## src/hdl/diag_consts.svh

```systemverilog
// byte offsets, field positions, reset values and timing figures of the diagnostic flag block
//
// Overview of operation
// alarm byte 112 bits 7..0 flag temp, supply, bias, tx power high/low alarms
// byte 113 bit 7/6 flag rx power high/low alarm; bits 0-5 reserved
// warning byte 116 uses the alarm byte bit order for warning thresholds
// byte 117 bit 7/6 flag rx power high/low warning; bits 0-5 reserved
// byte 111 bit 3 is the host read/write tx rate control bit
// effective tx rate select is soft bit OR external tx rate pin
// byte 111 bit 1, power level state, always reads zero
// byte 111 bit 0, power level select, has no effect
// byte 40 holds 3-bit tx equalization used at high tx rate
// byte 41 holds 3-bit tx equalization used at low tx rate
// writing FFh or power cycle restores equalization bytes to 04h
// byte 42 holds 4-bit rx pre-emphasis used at high rx rate
// byte 43 holds 4-bit rx pre-emphasis used at low rx rate
// writing FFh to byte 42 restores it to 03h
// writing FFh to byte 43 or power cycle restores it to 02h
// checksum byte 95 follows signal-integrity byte changes within 100 ms
// these bytes are reached through the second two-wire device address
// soft command writes take effect within 100 ms
// temperature compares as 16-bit signed two's complement, 1/256 degree steps
// flags are re-evaluated from latest values at every monitor update
// reserved flag and soft-command bits read zero, writes ignored
`ifndef DIAG_CONSTS_SVH
`define DIAG_CONSTS_SVH

// ****************************************
// two-wire addressing
// ****************************************
`define DEV_ADDR_A2      7'h51
`define BYTE_TX_EQ_HI    8'h28
`define BYTE_TX_EQ_LO    8'h29
`define BYTE_RX_EM_HI    8'h2A
`define BYTE_RX_EM_LO    8'h2B
`define BYTE_CHECKSUM    8'h5F
`define BYTE_SOFT_CTRL   8'h6F
`define BYTE_ALARM_P     8'h70
`define BYTE_ALARM_RX    8'h71
`define BYTE_WARN_P      8'h74
`define BYTE_WARN_RX     8'h75

// ****************************************
// fields and values
// ****************************************
`define SOFT_TX_BIT      3
`define RX_HI_BIT        7
`define RX_LO_BIT        6
`define RESTORE_CODE     8'hFF
`define TX_EQ_DEFAULT    8'h04
`define RX_EM_HI_DEFAULT 8'h03
`define RX_EM_LO_DEFAULT 8'h02
`define BITS_PER_BYTE    4'h8
`define CH_TEMP          0
`define CH_RX_POWER      4
`define NUM_PRIMARY_CH   4
// scl and sda idle high, rate pins idle low: no false edge or false high rate after reset
`define PIN_SYNC_IDLE    4'hC

// ****************************************
// timing
// ****************************************
`define SOFT_RESP_MS     100

`endif

```

## src/hdl/diag_pkg.sv

```systemverilog
// types shared by the diagnostic flag block
package diag_pkg;

  typedef logic [15:0] mon_word_t;

  typedef struct packed {
    mon_word_t high_alarm;
    mon_word_t low_alarm;
    mon_word_t high_warning;
    mon_word_t low_warning;
  } channel_limits_t;

  typedef struct packed {
    logic high_alarm;
    logic low_alarm;
    logic high_warning;
    logic low_warning;
  } channel_flags_t;

  typedef struct packed {
    logic       en;
    logic [7:0] addr;
    logic [7:0] data;
  } byte_write_t;

  typedef enum logic [3:0] {
    ST_IDLE,
    ST_ADDR,
    ST_ADDR_ACK,
    ST_WORD,
    ST_WORD_ACK,
    ST_WDATA,
    ST_WDATA_ACK,
    ST_RDATA,
    ST_RDATA_ACK
  } link_state_t;

endpackage : diag_pkg

```

## src/hdl/threshold_compare.sv

```systemverilog
// one monitor channel against its four thresholds
`timescale 1ns/1ps
`default_nettype none

module threshold_compare
  import diag_pkg::*;
#(
  parameter bit IS_SIGNED = 1'b0
) (
  input  wire mon_word_t       value,
  input  wire channel_limits_t limits,
  output var channel_flags_t   flags
);

  // ****************************************
  // compare
  // ****************************************
  function automatic logic above(input mon_word_t a, input mon_word_t b);
    if (IS_SIGNED) begin
      above = $signed(a) > $signed(b);
    end else begin
      above = a > b;
    end
  endfunction : above

  always_comb begin
    flags.high_alarm   = above(value, limits.high_alarm);
    flags.low_alarm    = above(limits.low_alarm, value);
    flags.high_warning = above(value, limits.high_warning);
    flags.low_warning  = above(limits.low_warning, value);
  end

endmodule : threshold_compare

`default_nettype wire

```

## src/hdl/diag_flag_si_config.sv

```systemverilog
// flag, soft-command and signal-integrity bytes behind the second two-wire address
`timescale 1ns/1ps
`default_nettype none
`include "diag_consts.svh"

module diag_flag_si_config
  import diag_pkg::*;
#(
  parameter int NUM_CH = 5
) (
  input  wire logic                     ref_clk,
  input  wire logic                     rstn,
  input  wire logic                     scl_in,
  input  wire logic                     sda_in,
  output logic                          sda_out,
  output logic                          sda_oe,
  input  wire logic                     tx_rate_pin,
  input  wire logic                     rx_rate_pin,
  input  wire logic                     mon_update,
  input  wire mon_word_t [NUM_CH-1:0]   mon_value,
  input  wire channel_limits_t [NUM_CH-1:0] mon_limits,
  input  wire logic [7:0]               base_sum,
  output logic                          tx_rate_select,
  output logic [2:0]                    tx_eq_code,
  output logic [3:0]                    rx_emph_code,
  output logic [7:0]                    checksum
);

  // ****************************************
  // pin synchronisers
  // ****************************************
  logic [3:0] pin_meta;
  logic [3:0] pin_sync;
  logic       scl_d;
  logic       sda_d;
  logic       scl_r;
  logic       sda_r;
  logic       tx_rate_s;
  logic       rx_rate_s;

  always_ff @(posedge ref_clk) begin
    if (!rstn) begin
      pin_meta <= `PIN_SYNC_IDLE;
      pin_sync <= `PIN_SYNC_IDLE;
    end else begin
      pin_meta <= {scl_in, sda_in, tx_rate_pin, rx_rate_pin};
      pin_sync <= pin_meta;
    end
  end

  assign scl_r     = pin_sync[3];
  assign sda_r     = pin_sync[2];
  assign tx_rate_s = pin_sync[1];
  assign rx_rate_s = pin_sync[0];

  always_ff @(posedge ref_clk) begin
    if (!rstn) begin
      scl_d <= 1'b1;
      sda_d <= 1'b1;
    end else begin
      scl_d <= scl_r;
      sda_d <= sda_r;
    end
  end

  logic scl_rise;
  logic scl_fall;
  logic start_cond;
  logic stop_cond;

  assign scl_rise   = scl_r & ~scl_d;
  assign scl_fall   = ~scl_r & scl_d;
  assign start_cond = scl_r & scl_d & sda_d & ~sda_r;
  assign stop_cond  = scl_r & scl_d & ~sda_d & sda_r;

  // ****************************************
  // register storage
  // ****************************************
  logic [7:0] tx_eq_high_rate;
  logic [7:0] tx_eq_low_rate;
  logic [7:0] rx_emphasis_high_rate;
  logic [7:0] rx_emphasis_low_rate;
  logic       soft_tx_speed_bit;
  logic [7:0] alarm_flags_primary;
  logic [7:0] alarm_flags_rx_power;
  logic [7:0] warning_flags_primary;
  logic [7:0] warning_flags_rx_power;
  byte_write_t wr;

  // ****************************************
  // read decode
  // ****************************************
  function automatic logic [7:0] read_byte(input logic [7:0] a);
    read_byte = 8'h00;
    unique case (a)
      `BYTE_TX_EQ_HI:  read_byte = tx_eq_high_rate;
      `BYTE_TX_EQ_LO:  read_byte = tx_eq_low_rate;
      `BYTE_RX_EM_HI:  read_byte = rx_emphasis_high_rate;
      `BYTE_RX_EM_LO:  read_byte = rx_emphasis_low_rate;
      `BYTE_CHECKSUM:  read_byte = checksum;
      // reserved and power bits read zero
      `BYTE_SOFT_CTRL: read_byte[`SOFT_TX_BIT] = soft_tx_speed_bit;
      `BYTE_ALARM_P:   read_byte = alarm_flags_primary;
      `BYTE_ALARM_RX:  read_byte = alarm_flags_rx_power;
      `BYTE_WARN_P:    read_byte = warning_flags_primary;
      `BYTE_WARN_RX:   read_byte = warning_flags_rx_power;
      default:         read_byte = 8'h00;
    endcase
  endfunction : read_byte

  // ****************************************
  // two-wire slave
  // ****************************************
  link_state_t state;
  logic [3:0]  bit_cnt;
  logic [7:0]  shreg;
  logic [7:0]  tx_byte;
  logic [7:0]  ptr;
  logic        rw_read;
  logic        host_nack;
  logic [7:0]  rd_next;

  // byte to send next, held apart so its msb can be picked
  always_comb begin
    rd_next = read_byte(ptr);
  end

  always_ff @(posedge ref_clk) begin
    if (!rstn) begin
      state     <= ST_IDLE;
      bit_cnt   <= 4'h0;
      shreg     <= 8'h00;
      tx_byte   <= 8'h00;
      ptr       <= 8'h00;
      rw_read   <= 1'b0;
      host_nack <= 1'b0;
      sda_oe    <= 1'b0;
      wr        <= '0;
    end else begin
      wr.en <= 1'b0;
      if (start_cond) begin
        state   <= ST_ADDR;
        bit_cnt <= 4'h0;
        sda_oe  <= 1'b0;
      end else if (stop_cond) begin
        state  <= ST_IDLE;
        sda_oe <= 1'b0;
      end else if (scl_rise) begin
        unique case (state)
          ST_ADDR, ST_WORD, ST_WDATA: begin
            shreg   <= {shreg[6:0], sda_r};
            bit_cnt <= bit_cnt + 4'h1;
          end
          ST_RDATA: begin
            bit_cnt <= bit_cnt + 4'h1;
          end
          ST_RDATA_ACK: begin
            host_nack <= sda_r;
          end
          default: begin
          end
        endcase
      end else if (scl_fall) begin
        unique case (state)
          ST_ADDR: begin
            if (bit_cnt == `BITS_PER_BYTE) begin
              if (shreg[7:1] == `DEV_ADDR_A2) begin
                state   <= ST_ADDR_ACK;
                rw_read <= shreg[0];
                sda_oe  <= 1'b1;
              end else begin
                state <= ST_IDLE;
              end
            end
          end
          ST_ADDR_ACK: begin
            bit_cnt <= 4'h0;
            if (rw_read) begin
              state   <= ST_RDATA;
              tx_byte <= rd_next;
              sda_oe  <= ~rd_next[7];
            end else begin
              state  <= ST_WORD;
              sda_oe <= 1'b0;
            end
          end
          ST_WORD: begin
            if (bit_cnt == `BITS_PER_BYTE) begin
              state  <= ST_WORD_ACK;
              ptr    <= shreg;
              sda_oe <= 1'b1;
            end
          end
          ST_WDATA: begin
            if (bit_cnt == `BITS_PER_BYTE) begin
              state   <= ST_WDATA_ACK;
              wr.en   <= 1'b1;
              wr.addr <= ptr;
              wr.data <= shreg;
              sda_oe  <= 1'b1;
            end
          end
          ST_WORD_ACK, ST_WDATA_ACK: begin
            if (state == ST_WDATA_ACK) begin
              ptr <= ptr + 8'h01;
            end
            state   <= ST_WDATA;
            bit_cnt <= 4'h0;
            sda_oe  <= 1'b0;
          end
          ST_RDATA: begin
            if (bit_cnt == `BITS_PER_BYTE) begin
              state  <= ST_RDATA_ACK;
              ptr    <= ptr + 8'h01;
              sda_oe <= 1'b0;
            end else begin
              sda_oe <= ~tx_byte[3'h7 - bit_cnt[2:0]];
            end
          end
          ST_RDATA_ACK: begin
            if (host_nack) begin
              state <= ST_IDLE;
            end else begin
              state   <= ST_RDATA;
              bit_cnt <= 4'h0;
              tx_byte <= rd_next;
              sda_oe  <= ~rd_next[7];
            end
          end
          default: begin
          end
        endcase
      end
    end
  end

  // open drain: only ever pulls low
  always_ff @(posedge ref_clk) begin
    if (!rstn) begin
      sda_out <= 1'b0;
    end else begin
      sda_out <= 1'b0;
    end
  end

  // ****************************************
  // soft command byte
  // ****************************************
  always_ff @(posedge ref_clk) begin
    if (!rstn) begin
      soft_tx_speed_bit <= 1'b0;
    end else if (wr.en && wr.addr == `BYTE_SOFT_CTRL) begin
      // power select and reserved bits are dropped
      soft_tx_speed_bit <= wr.data[`SOFT_TX_BIT];
    end
  end

  // ****************************************
  // signal-integrity bytes
  // ****************************************
  function automatic logic [7:0] si_next(input logic [7:0] d, input logic [7:0] dflt);
    si_next = (d == `RESTORE_CODE) ? dflt : d;
  endfunction : si_next

  always_ff @(posedge ref_clk) begin
    if (!rstn) begin
      tx_eq_high_rate       <= `TX_EQ_DEFAULT;
      tx_eq_low_rate        <= `TX_EQ_DEFAULT;
      rx_emphasis_high_rate <= `RX_EM_HI_DEFAULT;
      rx_emphasis_low_rate  <= `RX_EM_LO_DEFAULT;
    end else if (wr.en) begin
      unique case (wr.addr)
        `BYTE_TX_EQ_HI: tx_eq_high_rate       <= si_next(wr.data, `TX_EQ_DEFAULT);
        `BYTE_TX_EQ_LO: tx_eq_low_rate        <= si_next(wr.data, `TX_EQ_DEFAULT);
        `BYTE_RX_EM_HI: rx_emphasis_high_rate <= si_next(wr.data, `RX_EM_HI_DEFAULT);
        `BYTE_RX_EM_LO: rx_emphasis_low_rate  <= si_next(wr.data, `RX_EM_LO_DEFAULT);
        default: begin
        end
      endcase
    end
  end

  // ****************************************
  // rate selection and analog codes
  // ****************************************
  logic eff_tx_rate;

  assign eff_tx_rate = soft_tx_speed_bit | tx_rate_s;

  always_ff @(posedge ref_clk) begin
    if (!rstn) begin
      tx_rate_select <= 1'b0;
      tx_eq_code     <= 3'h0;
      rx_emph_code   <= 4'h0;
    end else begin
      tx_rate_select <= eff_tx_rate;
      tx_eq_code     <= eff_tx_rate ? tx_eq_high_rate[2:0] : tx_eq_low_rate[2:0];
      rx_emph_code   <= rx_rate_s ? rx_emphasis_high_rate[3:0]
                                  : rx_emphasis_low_rate[3:0];
    end
  end

  // ****************************************
  // checksum upkeep
  // ****************************************
  always_ff @(posedge ref_clk) begin
    if (!rstn) begin
      checksum <= 8'h00;
    end else begin
      // follows any change one cycle later, far inside the deadline
      checksum <= base_sum + tx_eq_high_rate + tx_eq_low_rate
                  + rx_emphasis_high_rate + rx_emphasis_low_rate;
    end
  end

  // ****************************************
  // threshold flags
  // ****************************************
  channel_flags_t [NUM_CH-1:0] ch_flags;

  generate
    for (genvar g = 0; g < NUM_CH; g++) begin : g_ch
      threshold_compare #(
        .IS_SIGNED (g == `CH_TEMP)
      ) u_cmp (
        .value  (mon_value[g]),
        .limits (mon_limits[g]),
        .flags  (ch_flags[g])
      );
    end
  endgenerate

  always_ff @(posedge ref_clk) begin
    if (!rstn) begin
      alarm_flags_primary    <= 8'h00;
      warning_flags_primary  <= 8'h00;
      alarm_flags_rx_power   <= 8'h00;
      warning_flags_rx_power <= 8'h00;
    end else if (mon_update) begin
      for (int c = 0; c < `NUM_PRIMARY_CH; c++) begin
        alarm_flags_primary[7-2*c]   <= ch_flags[c].high_alarm;
        alarm_flags_primary[6-2*c]   <= ch_flags[c].low_alarm;
        warning_flags_primary[7-2*c] <= ch_flags[c].high_warning;
        warning_flags_primary[6-2*c] <= ch_flags[c].low_warning;
      end
      alarm_flags_rx_power <= 8'h00;
      alarm_flags_rx_power[`RX_HI_BIT]   <= ch_flags[`CH_RX_POWER].high_alarm;
      alarm_flags_rx_power[`RX_LO_BIT]   <= ch_flags[`CH_RX_POWER].low_alarm;
      warning_flags_rx_power <= 8'h00;
      warning_flags_rx_power[`RX_HI_BIT] <= ch_flags[`CH_RX_POWER].high_warning;
      warning_flags_rx_power[`RX_LO_BIT] <= ch_flags[`CH_RX_POWER].low_warning;
    end
  end

endmodule : diag_flag_si_config

`default_nettype wire

```

## config.mk

```make
export PLATFORM = sky130hd
export DESIGN_NAME = diag_flag_si_config
export DESIGN_NICKNAME = d
export VERILOG_FILES = /design/src/hdl/diag_pkg.sv /design/src/hdl/threshold_compare.sv /design/src/hdl/diag_flag_si_config.sv
export VERILOG_INCLUDE_DIRS = /design/src /design/src/hdl
export SDC_FILE = /design/constraint.sdc
export NUM_CORES = 1
export LEC_CHECK = 0
export BUFFER_PORTS_ARGS = -buffer_cell sky130_fd_sc_hd__clkbuf_2
export CAP_MARGIN = 10
export CELL_PAD_IN_SITES_DETAIL_PLACEMENT = 0
export CELL_PAD_IN_SITES_GLOBAL_PLACEMENT = 1
export CORE_MARGIN = 8
export CORE_UTILIZATION = 25
export CTS_CLUSTER_DIAMETER = 40
export CTS_CLUSTER_SIZE = 40
export DETAILED_ROUTE_END_ITERATION = 6
export GPL_TIMING_DRIVEN = 1
export PLACE_DENSITY_LB_ADDON = 0.08
export SLEW_MARGIN = 20
export SYNTH_ARGS = -nofsm -noshare
export SYNTH_HDL_FRONTEND = slang
export SYNTH_HIERARCHICAL = 1
export SYNTH_SLANG_ARGS = --single-unit
```

## constraint.sdc

```tcl
create_clock -name ref_clk -period 6.29 [get_ports ref_clk]
set_input_delay 0.3145 -clock ref_clk [delete_from_list [all_inputs] [get_ports ref_clk]]
set_output_delay 0.3145 -clock ref_clk [all_outputs]
set_load 0.01 [all_outputs]
```

== After elaboration in Yosys (flattened, before gate mapping) ==
Index checks and enable logic that the tools add are counted.

* Output and inout bits: 18
* Bits in writable memories: 0
* Memory bits (read-only): 0
* Latch bits: 0
* Input port bits: 415
* Memories kept: 0
* Bits in registers: 131
* Word-level logic and storage cells: 192

* Multiply operators: 0
* Multiplexer cells: 42
* Shift-type cells: 0
* Equality and inequality tests: 42
* Div/mod/pow operators: 0
* Add/sub/neg operators: 7
* Reduce and logical (&&, ||, !) cells: 31
* Bitwise logic cells: 20
* Magnitude comparators: 21

{| class="wikitable"
|+ Operators by type and width
! operator !! count
|-
| 16-bit > comparator || 20
|-
| 8-bit by 6-bit == test with 1-bit output (second input constant) || 8
|-
| 8-bit 2-to-1 mux || 8
|-
| 8-bit by 7-bit == test with 1-bit output (second input constant) || 7
|-
| 4-bit 2-to-1 mux || 9
|-
| 4-bit case mux with 9 select lines || 1
|-
| 7-bit AND reduction || 5
|-
| 8-bit adder || 4
|-
| 4-bit case mux with 7 select lines || 1
|-
| 8-bit case mux with 3 select lines || 1
|-
| 3-bit case mux with 7 select lines || 1
|-
| 2-bit inequality test (second input constant) || 9
|-
| 17-bit 2-to-1 mux || 1
|-
| 4-bit by 3-bit == test with 1-bit output (second input constant) || 4
|-
| 4-bit inequality test (second input constant) || 4
|-
| 8-bit case mux with 2 select lines || 1
|-
| 1-bit NOT || 12
|-
| 1-bit 2-to-1 mux || 11
|-
| 3-bit 2-to-1 mux || 3
|-
| 3-bit nonzero test || 3
|-
| 9-bit nonzero test || 1
|-
| 3-bit OR reduction || 3
|-
| 8-bit by 1-bit adder with 8-bit output (second input constant) || 1
|-
| 4-bit by 2-bit == test with 1-bit output (second input constant) || 2
|-
| other kinds (29) || 43
|}

== Logic depth before layout (Yosys ltp) ==
Gate-level depths: netlist (run 1).

* Depth after elaboration: 8
* Mapped depth: 13

== By module ==
Netlist (run 1), hierarchy kept.

{| class="wikitable"
|+ By module, submodules not included
! module !! cells each !! area an instance (um^2) !! times used !! sequential area each (um^2)
|-
| diag_flag_si_config || 763 || 6761.5 || 1 || 2622.5
|-
| threshold_compare at g_ch[1].u_cmp ... || 208 || 1527.7 || 4 || 0.0
|-
| threshold_compare at g_ch[0].u_cmp || 204 || 1575.3 || 1 || 0.0
|}

== Least setup slack after synthesis (run 1) ==
No wires, ideal clock.

* Kind: register -> register
* Start point: register tx_eq_high_rate[1]
* End point: register checksum[7]
* Path buffers: 0
* Setup slack: 3.001 ns
* Setup time: 0.128 ns
* Cell stages (with the launch flop): 13
* Clock period less this slack: 3.289 ns
* Arrival: 3.161 ns
* Cell sequence: dfxtp_1 > inv_1 > fa_1 > fa_1 > fa_1 > inv_1 > ha_1 > fa_1 > a21o_1 > a21oi_1 > o21ai_0 > xnor2_1 > nor2_1

* Cells in the longest elaborated chain, start to end: 4

{| class="wikitable"
|+ RTL lines
! element !! RTL line !! text
|-
| start: declaration || diag_flag_si_config.sv:79 || <nowiki>logic [7:0] tx_eq_high_rate;</nowiki>
|-
| start signal: assignment || diag_flag_si_config.sv:267 || <nowiki>tx_eq_high_rate <= `TX_EQ_DEFAULT;</nowiki>
|-
| start signal: assignment || diag_flag_si_config.sv:273 || <nowiki>`BYTE_TX_EQ_HI: tx_eq_high_rate <= si_next(wr.data, `TX_EQ_DEFAULT);</nowiki>
|-
| 8-bit adder (2 in a row) || diag_flag_si_config.sv:311 || <nowiki>checksum <= base_sum + tx_eq_high_rate + tx_eq_low_rate</nowiki>
|-
| 8-bit adder (2 in a row) || diag_flag_si_config.sv:312 || <nowiki>+ rx_emphasis_high_rate + rx_emphasis_low_rate;</nowiki>
|-
| end signal: assignment || diag_flag_si_config.sv:311 ||
|-
| end: declaration || diag_flag_si_config.sv:26 || <nowiki>output logic [7:0] checksum</nowiki>
|}

No other way between the ends.
A chain may end at the register's enable or synchronous reset.

== Final worst setup path (run 1) ==
Ends and elaborated chain as after synthesis.

==> results of run 1 <==
## where the power goes
| part | internal (uW) | switching, uW |
|---|---|---|
| combinational | 333 | 394 |
| sequential | 850 | 20.5 |
| clock | 595 | 432 |
## sequential cells by signal, summed over array words and instances (netlist names), 2 cells and up
signal,cells
rx_emphasis_high_rate,8
tx_eq_low_rate,8
alarm_flags_rx_power,2
tx_eq_code,3
bit_cnt,4
warning_flags_primary,8
warning_flags_rx_power,2
pin_sync,4
tx_eq_high_rate,8
ptr,8
shreg,8
tx_byte,8
pin_meta,4
wr,17
checksum,8
alarm_flags_primary,8
rx_emphasis_low_rate,8
rx_emph_code,4
state,4
## per-stage QoR
stage | utilization [%] | setup WS, ps | cells | power [uW]
floorplan | - | 3001 | 1799 | 1300
global placement | 30.31 | 2710 | 2953 | 1615
detailed placement | 30.31 | 2716 | 2953 | 1626
CTS | 31.35 | 2769 | 2985 | 2666
global route | 31.40 | 2550 | 2995 | 2805
finish | 31.41 | 2794 | 2998 | 2625
## how the worst min path moves through the flow
stage,start,to,slack [ps],cells past startpoint
2_1_floorplan,pin_meta[2]$_SDFF_PN1_,pin_sync[2]$_SDFF_PN1_,390,1
3_3_place_gp,pin_meta[2]$_SDFF_PN1_,pin_sync[2]$_SDFF_PN1_,400,1
4_1_cts,scl_in,pin_meta[3]$_SDFF_PN1_,60,2
6_report,scl_in,pin_meta[3]$_SDFF_PN1_,70,2
5_1_grt,scl_in,pin_meta[3]$_SDFF_PN1_,70,2
3_5_place_dp,pin_meta[3]$_SDFF_PN1_,pin_sync[3]$_SDFF_PN1_,410,1
## cell families (layout without fill, tap and decap cells)
kind of cell	count (synthesis)	count (layout)	synth area share (%)
DFF	131	131	18.15
and+or+nand+nor	486	486	17.23
muxes	76	76	5.499
other	1	14	0.02596
buffers and inverters	357	778	9.466
xor gates and xnor gates	12	12	0.7275
AOI/OAI and AO/OA	379	379	16.94
adders and majority gates	357	357	31.96
## per-layer routing
| layer | global-route usage [%] | up-vias | wire (um) |
|---|---|---|---|
| met2 | 30.01 | 271 | 28440 |
| met5 | 0 | - | 58 |
| met3 | 3.241 | 52 | 2537 |
| met1 | 20.97 | 6358 | 25700 |
| met4 | 4.195 | 10 | 979 |
| li1 | - | 7172 | - |
## final cells by class
class	count	area, sq um
Timing Repair Buffer	434	2180
Clock inverter	15	171.4
Multi-Input combinational cell	1311	10460
Antenna cell	13	32.53
Clock buffer	17	425.4
Fill cell	6260	39350
Tap cell	765	957.2
Inverter	312	1172
Sequential cell	131	2623
## synthesized netlist by cell type, types with 5 or more instances
cell type,n
and3_1,6
a222oi_1,6
o21ai_0,46
nor2b_1,32
dfxtp_1,131
nor4_1,18
nand4_1,67
a22oi_1,19
nor2_1,109
inv_1,311
buf_2,7
a221o_1,17
o31a_1,20
nand2b_1,16
clkbuf_1,32
a21oi_1,168
a21boi_1,12
nor3_1,5
mux2_2,7
fa_1,20
or4_1,6
and2_1,24
o211ai_1,10
o31ai_1,6
nand3b_1,8
nand3_1,46
a2111oi_0,5
mux2i_1,67
a21o_1,32
a211oi_1,8
nand2_1,124
ha_1,337
xnor2_1,9
## worst reg2reg max path, cell delays in order (launching register included)
cell     delay (ps)
dfxtp_1         370
inv_1            70
fa_1            540
fa_1            440
fa_1            510
inv_1            40
ha_1            220
fa_1            400
a21o_1          190
a21oi_1         220
o21ai_0         160
xnor2_1         150
nor2_1           50
## cell usage in the layout (no fill, tap or decap), drive strengths merged, types with 20 or more instances in the layout
cell type and n:
clkbuf 448, ha 337, inv 317, a21oi 168, dfxtp 131, nand2 124, nor2 109, mux2i 67
nand4 67, o21ai 48, nand3 46, a21o 32, nor2b 32, and2 24, fa 20, o31a 20
==> out/results.ini, run 1 <==
[critical_path]
critPathBufInv=2
crit_family=adder cells
critPathKind=reg -> reg
crit_start=tx_eq_high_rate[1]$_SDFFE_PN0P_
r2r_end=checksum[7]$_SDFF_PN0_
worstSetupEndpoint=checksum[7]$_SDFF_PN0_
crit_top_cell=fa_1
crit_chain=inv_1 > fa_1 > fa_1 > fa_1 > inv_1 > ha_1 > fa_1 > a21o_1 > a21oi_1 > o21ai_0 > xnor2_1 > nor2_1
r2r_cells=12
crit_fanout=4
r2r-start=tx_eq_high_rate[1]$_SDFFE_PN0P_
cpPeakStageDelay_ps=530
cp.depth=12
arrival_ps=3780
cp-end-kind=register
cp-start-kind=register
rrSetupSlack_ps=2790
critPathRequiredTime_ps=6580
cp_slowest_cell=fa_1

[synth]
synthTopCellsByArea=ha_1 29%, dfxtp_1 18%, inv_1 8.1%
seq_area_frac_synth_pct=18.15
yosysTopAreaCellShare_pct=29.19
synth_edf_count=0
yosys.cell_types.count=74
syn-num-nets=2571
synth_largest_area_cell=ha_1
synthArstFlopShare_pct=0
syn_inst=1799
ys.flop_type=dfxtp_1
synth_area_per_cell_sq_um=8.031
synth_seq_cells=131
synth_area_sq_um=14450
ys_warn_count=6

[timing]
relSlewSlack_pct=40.05
finalCriticalPeriod_ps=3496
rsz0062_at_grt=false
fin_setup_tns_ps=0
maxSlewViolCount=0
worstMarginPinSlew_ps=894.1
finalSetupViolCount=0
fmax_ghz=0.2860
fin_crit_sh_pct=55.58
holdWs_ps=74.54
hold_viol=0
fin_worst_skew_ps=20.20

[run_status]
outcome=finished, final reports clean

[route]
drt_pass1_iterations=5
drt_iter0_markers=576
ant_nets=0
vias=13863
totalWireLength_um=57720
drc=0
vias_per_cell=4.624
wire_per_inst_um=19.25

[place]
placed_cell_area_sq_um=17390
place_congestion=0.8742
io_buffer_count=431
place_hpwl_um=50580

[finish]
area_delta_synth_final_pct=24.72
fin_nets=2979
drive_gt1_share_pct=22.07
final_area_sq_um=18020

[cts]
cts_tree=yes
htree_num_levels=4
cts_root_buffer=clkbuf_16
numCtsBuffers=17
clock_latency_ps=430
clk_pin_slew_ps=70
cts.repair.resized=0
cts_setup_buffers=0
hold_buffers=0
clock-sinks=131
cts_buffer_depth=2

[die]
start_util_pct=25.19
boundaryPins=433
fp.dieArea_sq_um=65740
num_rows=88
die_w_um=256.4
die_h_um=256.4
fp.coreArea_sq_um=57370

[global_route]
grt_start_max_net_pins=56
grt.total_usage_pct=16.97
grt_pass1_wl_um=87320
grt_pass1_vias=14559
grt_antenna_before_repair=16
grt.overflow.total=0

[pwr]
power_density_nw_per_um2=145.7
max-vdd-ir-drop_uv=141.5
p_leak_uw=0.009439

[run]
cap_violations=0

[hold_path]
worstHoldPathType=in -> reg

Power figures use the tool's default switching activity.
==> inputs of run 2 (changes only) <==
Clock period 6.29 ns to 3 ns, I/O delays scaled along.
==> run 2 against run 1 <==
Effect of this change:
- the run now ends with negative setup slack left
- sequential power rose by 110%
- global-route usage rose by 0.27 points
- sequential share of layout area fell by 0.19 points
==> out/results.ini, run 2 (same netlist as run 1, synthesis figures left out) <==
[route]
drt_pass1_iterations=5
vias=14031
totalWireLength_um=58500
ant_nets=0
vias_per_cell=4.646
drt_iter0_markers=608
drc=0
wire_per_inst_um=19.37

[run_status]
violations=negative setup slack
outcome=complete, but fails checks

[finish]
ff_latch_area_sq_um=2630
final_cell_mix=431 x clkbuf_2, 334 x ha_1, 303 x inv_1
largest_reg_flops=17
utilization_pct=31.93
fin_nets=3009
drive_gt1_share_pct=23.88
final_common_cell=clkbuf_2
area_delta_synth_final_pct=26.76
largest_register=wr
multi_input_comb_area_sq_um=10530
layout.cells.non_filler=3020
n_fill_cell=6274

[timing]
fmax_ghz=0.3149
rsz0062_at_grt=true
fin_worst_skew_ps=16.19
hold_viol=0
fin_crit_sh_pct=105.9
finalSetupViolCount=3
relSlewSlack_pct=45.68
worstMarginPinSlew_ps=806.3
setup_slack_ps=-175.8
finalCriticalPeriod_ps=3176
maxSlewViolCount=0

[die]
num_rows=88
die_w_um=256.4
start_util_pct=25.19
fp.dieArea_sq_um=65740
boundaryPins=433
die_h_um=256.4
fp.coreArea_sq_um=57370

[critical_path]
cp_slowest_cell=fa_1
r2r_cells=12
cp-end-kind=register
rrSetupSlack_ps=-180
critPathKind=reg -> reg
arrival_ps=3460
critPathRequiredTime_ps=3290
r2r_end=checksum[7]$_SDFF_PN0_
worstSetupEndpoint=checksum[7]$_SDFF_PN0_
crit_chain=inv_2 > fa_1 > fa_1 > fa_1 > inv_2 > ha_4 > fa_2 > a21o_1 > a21oi_2 > o21ai_2 > xnor2_1 > nor2_1
cp-start-kind=register
r2r-start=tx_eq_low_rate[1]$_SDFFE_PN0P_
crit_fanout=2
cpPeakStageDelay_ps=530
crit_top_cell=fa_1
crit_start=tx_eq_low_rate[1]$_SDFFE_PN0P_

[hold_path]
worstHoldPathType=in -> reg

[pwr]
power_density_nw_per_um2=299.3
max-vdd-ir-drop_uv=297.9
p_leak_uw=0.009591

[global_route]
grt_start_max_net_pins=39
grt_pass1_wl_um=88240
grt_antenna_before_repair=8
grt.overflow.total=0
grt_pass1_vias=14650
grt.total_usage_pct=17.24

[cts]
htree_num_levels=4
cts_root_buffer=clkbuf_16
clock-sinks=131
cts_tree=yes
numCtsBuffers=17
clk_pin_slew_ps=60
cts_buffer_depth=2
clock_latency_ps=430

[run]
cap_violations=0

[place]
place_congestion=0.8963
io_buffer_count=431
place_hpwl_um=51670
dp.cells=2978

## run 2: changes by cell type in the layout (fill, tap and decap cells not counted), sizes merged
cell	delta
buf	+26
clkbuf	+3
diode	-7
dlygate4sd3	+4
inv	-4
## run 2: worst min-delay path by stage
stage                 from                        endpoint  cells after the start
floorplan           sda_in          pin_meta[2]$_SDFF_PN1_                      1
global placement    sda_in          pin_meta[2]$_SDFF_PN1_                      2
detailed placement  sda_in          pin_meta[2]$_SDFF_PN1_                      2
CTS                   rstn  tx_eq_low_rate[2]$_SDFFE_PN1P_                      3
global route          rstn  tx_eq_low_rate[2]$_SDFFE_PN1P_                      3
finish                rstn  tx_eq_low_rate[2]$_SDFFE_PN1P_                      3
## run 2: critical path, delay by kind of cell (launching register included)
kind	cells	cell delay, ps
adders and majority gates	5	2010
AOI/OAI and AO/OA	3	440
DFF	1	330
xor gates and xnor gates	1	130
buffers and inverters	2	90
and+or+nand+nor	1	50
## run 2: per-layer routing
metal | share of wire, % | global-route usage [%]
met5 | 0.043 | 0
met4 | 1.8 | 4.195
met1 | 45 | 21.21
met3 | 3.6 | 2.485
met2 | 50 | 31.24
## run 2: power breakdown
| group | total [uW] | switching, uW | leakage [uW] | internal (uW) |
|---|---|---|---|---|
| logic | 1570 | 847 | 0.00825 | 723 |
| clock network | 2090 | 822 | 0.000271 | 1270 |
| registers | 1820 | 39.4 | 0.00107 | 1780 |
| total | 5480 | 1710 | 0.00959 | 3770 |
## run 2: repair_timing
| action | CTS | global route |
|---|---|---|
| hold buffers | 4 | 0 |
| buffers inserted | 1 | 0 |
| endpoints found under the hold margin | 4 | 0 |
| gates resized for setup | 8 | 8 |
| pin swaps | 10 | 9 |
| setup endpoints to repair | 4 | 5 |
## run 2: final cells by class
cell class                      count  share of cell area (%)
Antenna cell                        6                 0.08198
Clock buffer                       20                   2.494
Clock inverter                     11                  0.7037
Inverter                          312                   6.402
Multi-Input combinational cell   1311                   57.51
Sequential cell                   131                   14.36
Tap cell                          765                   5.226
Timing Repair Buffer              464                   13.23
## run 2: stage by stage
step / TNS [ps] / power [uW] / cell area, sq um / setup WS (ps) / hold WS, ps
CTS: -481.9 / 5574 / 18270 / -209.5 / 226.3
floorplan: -47.70 / 2728 / 14470 / -47.70 / 251.5
detailed placement: -528.0 / 3426 / 17590 / -209.7 / 345.5
global route: -830.5 / 5885 / 18310 / -317.8 / 244.8
finish: -379.7 / 5482 / 18310 / -175.8 / 234.7
global placement: -419.2 / 3405 / 17590 / -181.9 / 352.7
==> inputs of run 3 (changes only) <==
Settings changed: ABC_AREA set to 1.
==> run 3 against run 2 <==
Effect of this change:
- the run still ends with negative setup slack left
- sequential power about the same
- sequential share of layout area down 0.69 points
- core utilization down 0.051 points
- synthesized area up 5.8%
- register-to-register slack better by 170 ps
==> out/results.ini, run 3 <==
[finish]
multi_input_comb_area_sq_um=10790
utilization_pct=31.87
ff_latch_area_sq_um=2630
largest_reg_flops=17
fin_nets=3534
final_cell_mix=492 x nand2_1, 431 x clkbuf_2, 401 x inv_1
final_common_cell=nand2_1
largest_register=wr
layout.cells.non_filler=3569
drive_gt1_share_pct=23.32
area_delta_synth_final_pct=25.89
n_fill_cell=6729

[route]
met2_length_um=28770
wl_met3_um=2668
vias_per_cell=4.416
totalWireLength_um=60170
top_layer_used=met5
drt_pass1_iterations=5
wire_per_inst_um=16.86
drt-met1-wl_um=27790
drt_iter0_markers=649
drc=0
ant_nets=0
vias=15759

[global_route]
grt.overflow.total=0
grt_start_max_net_pins=98
grt.total_usage_pct=17.01
grt_pass1_wl_um=92780
grt_antenna_before_repair=19
grt_pass1_vias=16465

[timing]
fin_worst_skew_ps=11.80
fmax_ghz=0.3323
fin_setup_tns_ps=-17.84
maxSlewViolCount=0
finalCriticalPeriod_ps=3010
fin_crit_sh_pct=100.3
finalSetupViolCount=3
setup_slack_ps=-9.565
relSlewSlack_pct=39.35
worstMarginPinSlew_ps=904.8
rsz0062_at_grt=true
hold_viol=0

[synth]
seq_area_frac_synth_pct=17.16
synth_largest_area_cell=ha_1
yosys.cell_types.count=43
synth_area_per_cell_sq_um=6.613
synth_edf_count=0
ys.flop_type=dfxtp_1
synthTopCellsByArea=ha_1 28%, dfxtp_1 17%, nand2_1 12%
synth-compound-area-share_pct=13.55
yosys.area_share.simple_pct=26.11
synthArstFlopShare_pct=0
syn_inst=2311
yosys-top-cells-count=492 x nand2_1, 409 x inv_1, 337 x ha_1, 222 x a21oi_1, 205 x nor2_1
synth_top_family_by_area=adder cells
syn-num-nets=3083
yosysMostFrequentCell=nand2_1
synth-adder-area-share_pct=30.21
synth_area_sq_um=15280
synth_seq_cells=131
yosysTopAreaCellShare_pct=27.59
synth-xor-area-share_pct=0.2292
muxShareOfSynthArea_pct=0
ys_warn_count=6

[critical_path]
arrival_ps=3330
crit_fanout=3
cp-start-kind=register
critPathKind=reg -> reg
cp-end-kind=register
critPathRequiredTime_ps=3320

[cts]
numCtsBuffers=17
clock_latency_ps=430
cts_buffer_depth=2
clock-sinks=131
cts_tree=yes
clk_pin_slew_ps=60
cts_root_buffer=clkbuf_16
htree_num_levels=4

[place]
place_congestion=0.8361
place_hpwl_um=53160
dp.cells=3519
dpl_worst_slack_ps=-114.7
io_buffer_count=431

[pwr]
p_leak_uw=0.01073
seqPwrFrac_pct=32.0
p_sw_uw=1853
p_clk_share_pct=38.4
p_comb_share_pct=29.6
p_int_uw=3830
power_density_nw_per_um2=295.4
p_sw_share_pct=32.60
max-vdd-ir-drop_uv=386.5

[die]
start_util_pct=25.32
num_rows=90
boundaryPins=433
die_w_um=263.2
die_h_um=263.2
fp.coreArea_sq_um=60360
fp.dieArea_sq_um=69300

[run_status]
violations=negative setup slack
outcome=complete, but fails checks

[run]
cap_violations=0

[hold_path]
worstHoldPathType=in -> reg

## run 3: changes by cell type in the layout (fill, tap and decap cells not counted), moves of 25 or more
cell,delta
inv_2,+47
mux2i_1,-67
a21oi_1,+52
inv_1,+98
nand2_1,+368
nand3_1,+46
nand4_1,-25
nor2b_1,-32
nor2_2,+42
o21ai_0,+57
o21ai_1,+26
nor2_1,+96
## run 3: cell families after synthesis
group           count (synthesis)
xor+xnor                        4
fa+ha+maj                     357
flops                         131
other cells                     1
compound gates                392
simple gates                  920
buf+inv                       506
## run 3: power by group through the flow
stage / Combinational [uW] / Sequential (uW) / Clock, uW
after floorplan: 1010 / 1850 / 0
after global placement: 1660 / 1860 / 0
after detailed placement: 1690 / 1860 / 0
after CTS: 1710 / 1820 / 2240
after global routing: 1970 / 1820 / 2310
final: 1680 / 1820 / 2180
## run 3: metal layers
layer	track usage, %	up-vias
li1	-	8348
met1	20.99	7041
met2	29.97	307
met3	3.524	47
met4	4.096	16
met5	0	-
## run 3: worst max-delay path: stages, from the launching register on
cell     delay (ps)
dfxtp_2         330
inv_2            40
fa_1            510
inv_2            40
fa_1            510
inv_2            40
fa_1            510
inv_2            50
buf_4           130
fa_2            360
a21oi_2         180
nand3_1          90
nand2_1          60
nor2_1           40
## run 3: area by class of cell
| cell class | count | area share (%) |
|---|---|---|
| Multi-Input combinational cell | 1674 | 56.07 |
| Sequential cell | 131 | 13.67 |
| Timing Repair Buffer | 463 | 12.58 |
| Inverter | 475 | 9.281 |
| Tap cell | 782 | 5.086 |
| Clock buffer | 22 | 2.517 |
| Clock inverter | 10 | 0.6439 |
| Antenna cell | 12 | 0.1561 |
## run 3: worst paths after layout
check,cells past startpoint,start,slack (ps),endpoint
worst max-delay path,13,tx_eq_high_rate[2]$_SDFFE_PN1P_,-10,checksum[7]$_SDFF_PN0_
worst min-delay path,3,rstn,210,sda_d$_SDFF_PN1_
worst max register to register,13,tx_eq_high_rate[2]$_SDFFE_PN1P_,-10,checksum[7]$_SDFF_PN0_
worst min register to register,2,pin_meta[1]$_SDFF_PN0_,410,pin_sync[1]$_SDFF_PN0_
## run 3: through the flow
step	hold slack, ps	cell area [sq um]	power [uW]
after floorplan	247.6	15300	2852
after global placement	340.6	18480	3514
after detailed placement	336.8	18480	3545
after CTS	195.8	19200	5769
after global routing	218.0	19230	6110
final	213.8	19240	5682
## run 3: what timing repair did
action | 4_1_cts | 5_1_grt
resized for setup | 19 | 4
hold buffers | 4 | 0
hold endpoints to repair | 4 | 0
endpoints found under the setup margin | 4 | 5
pin swaps | 13 | 13
setup buffers | 2 | 0
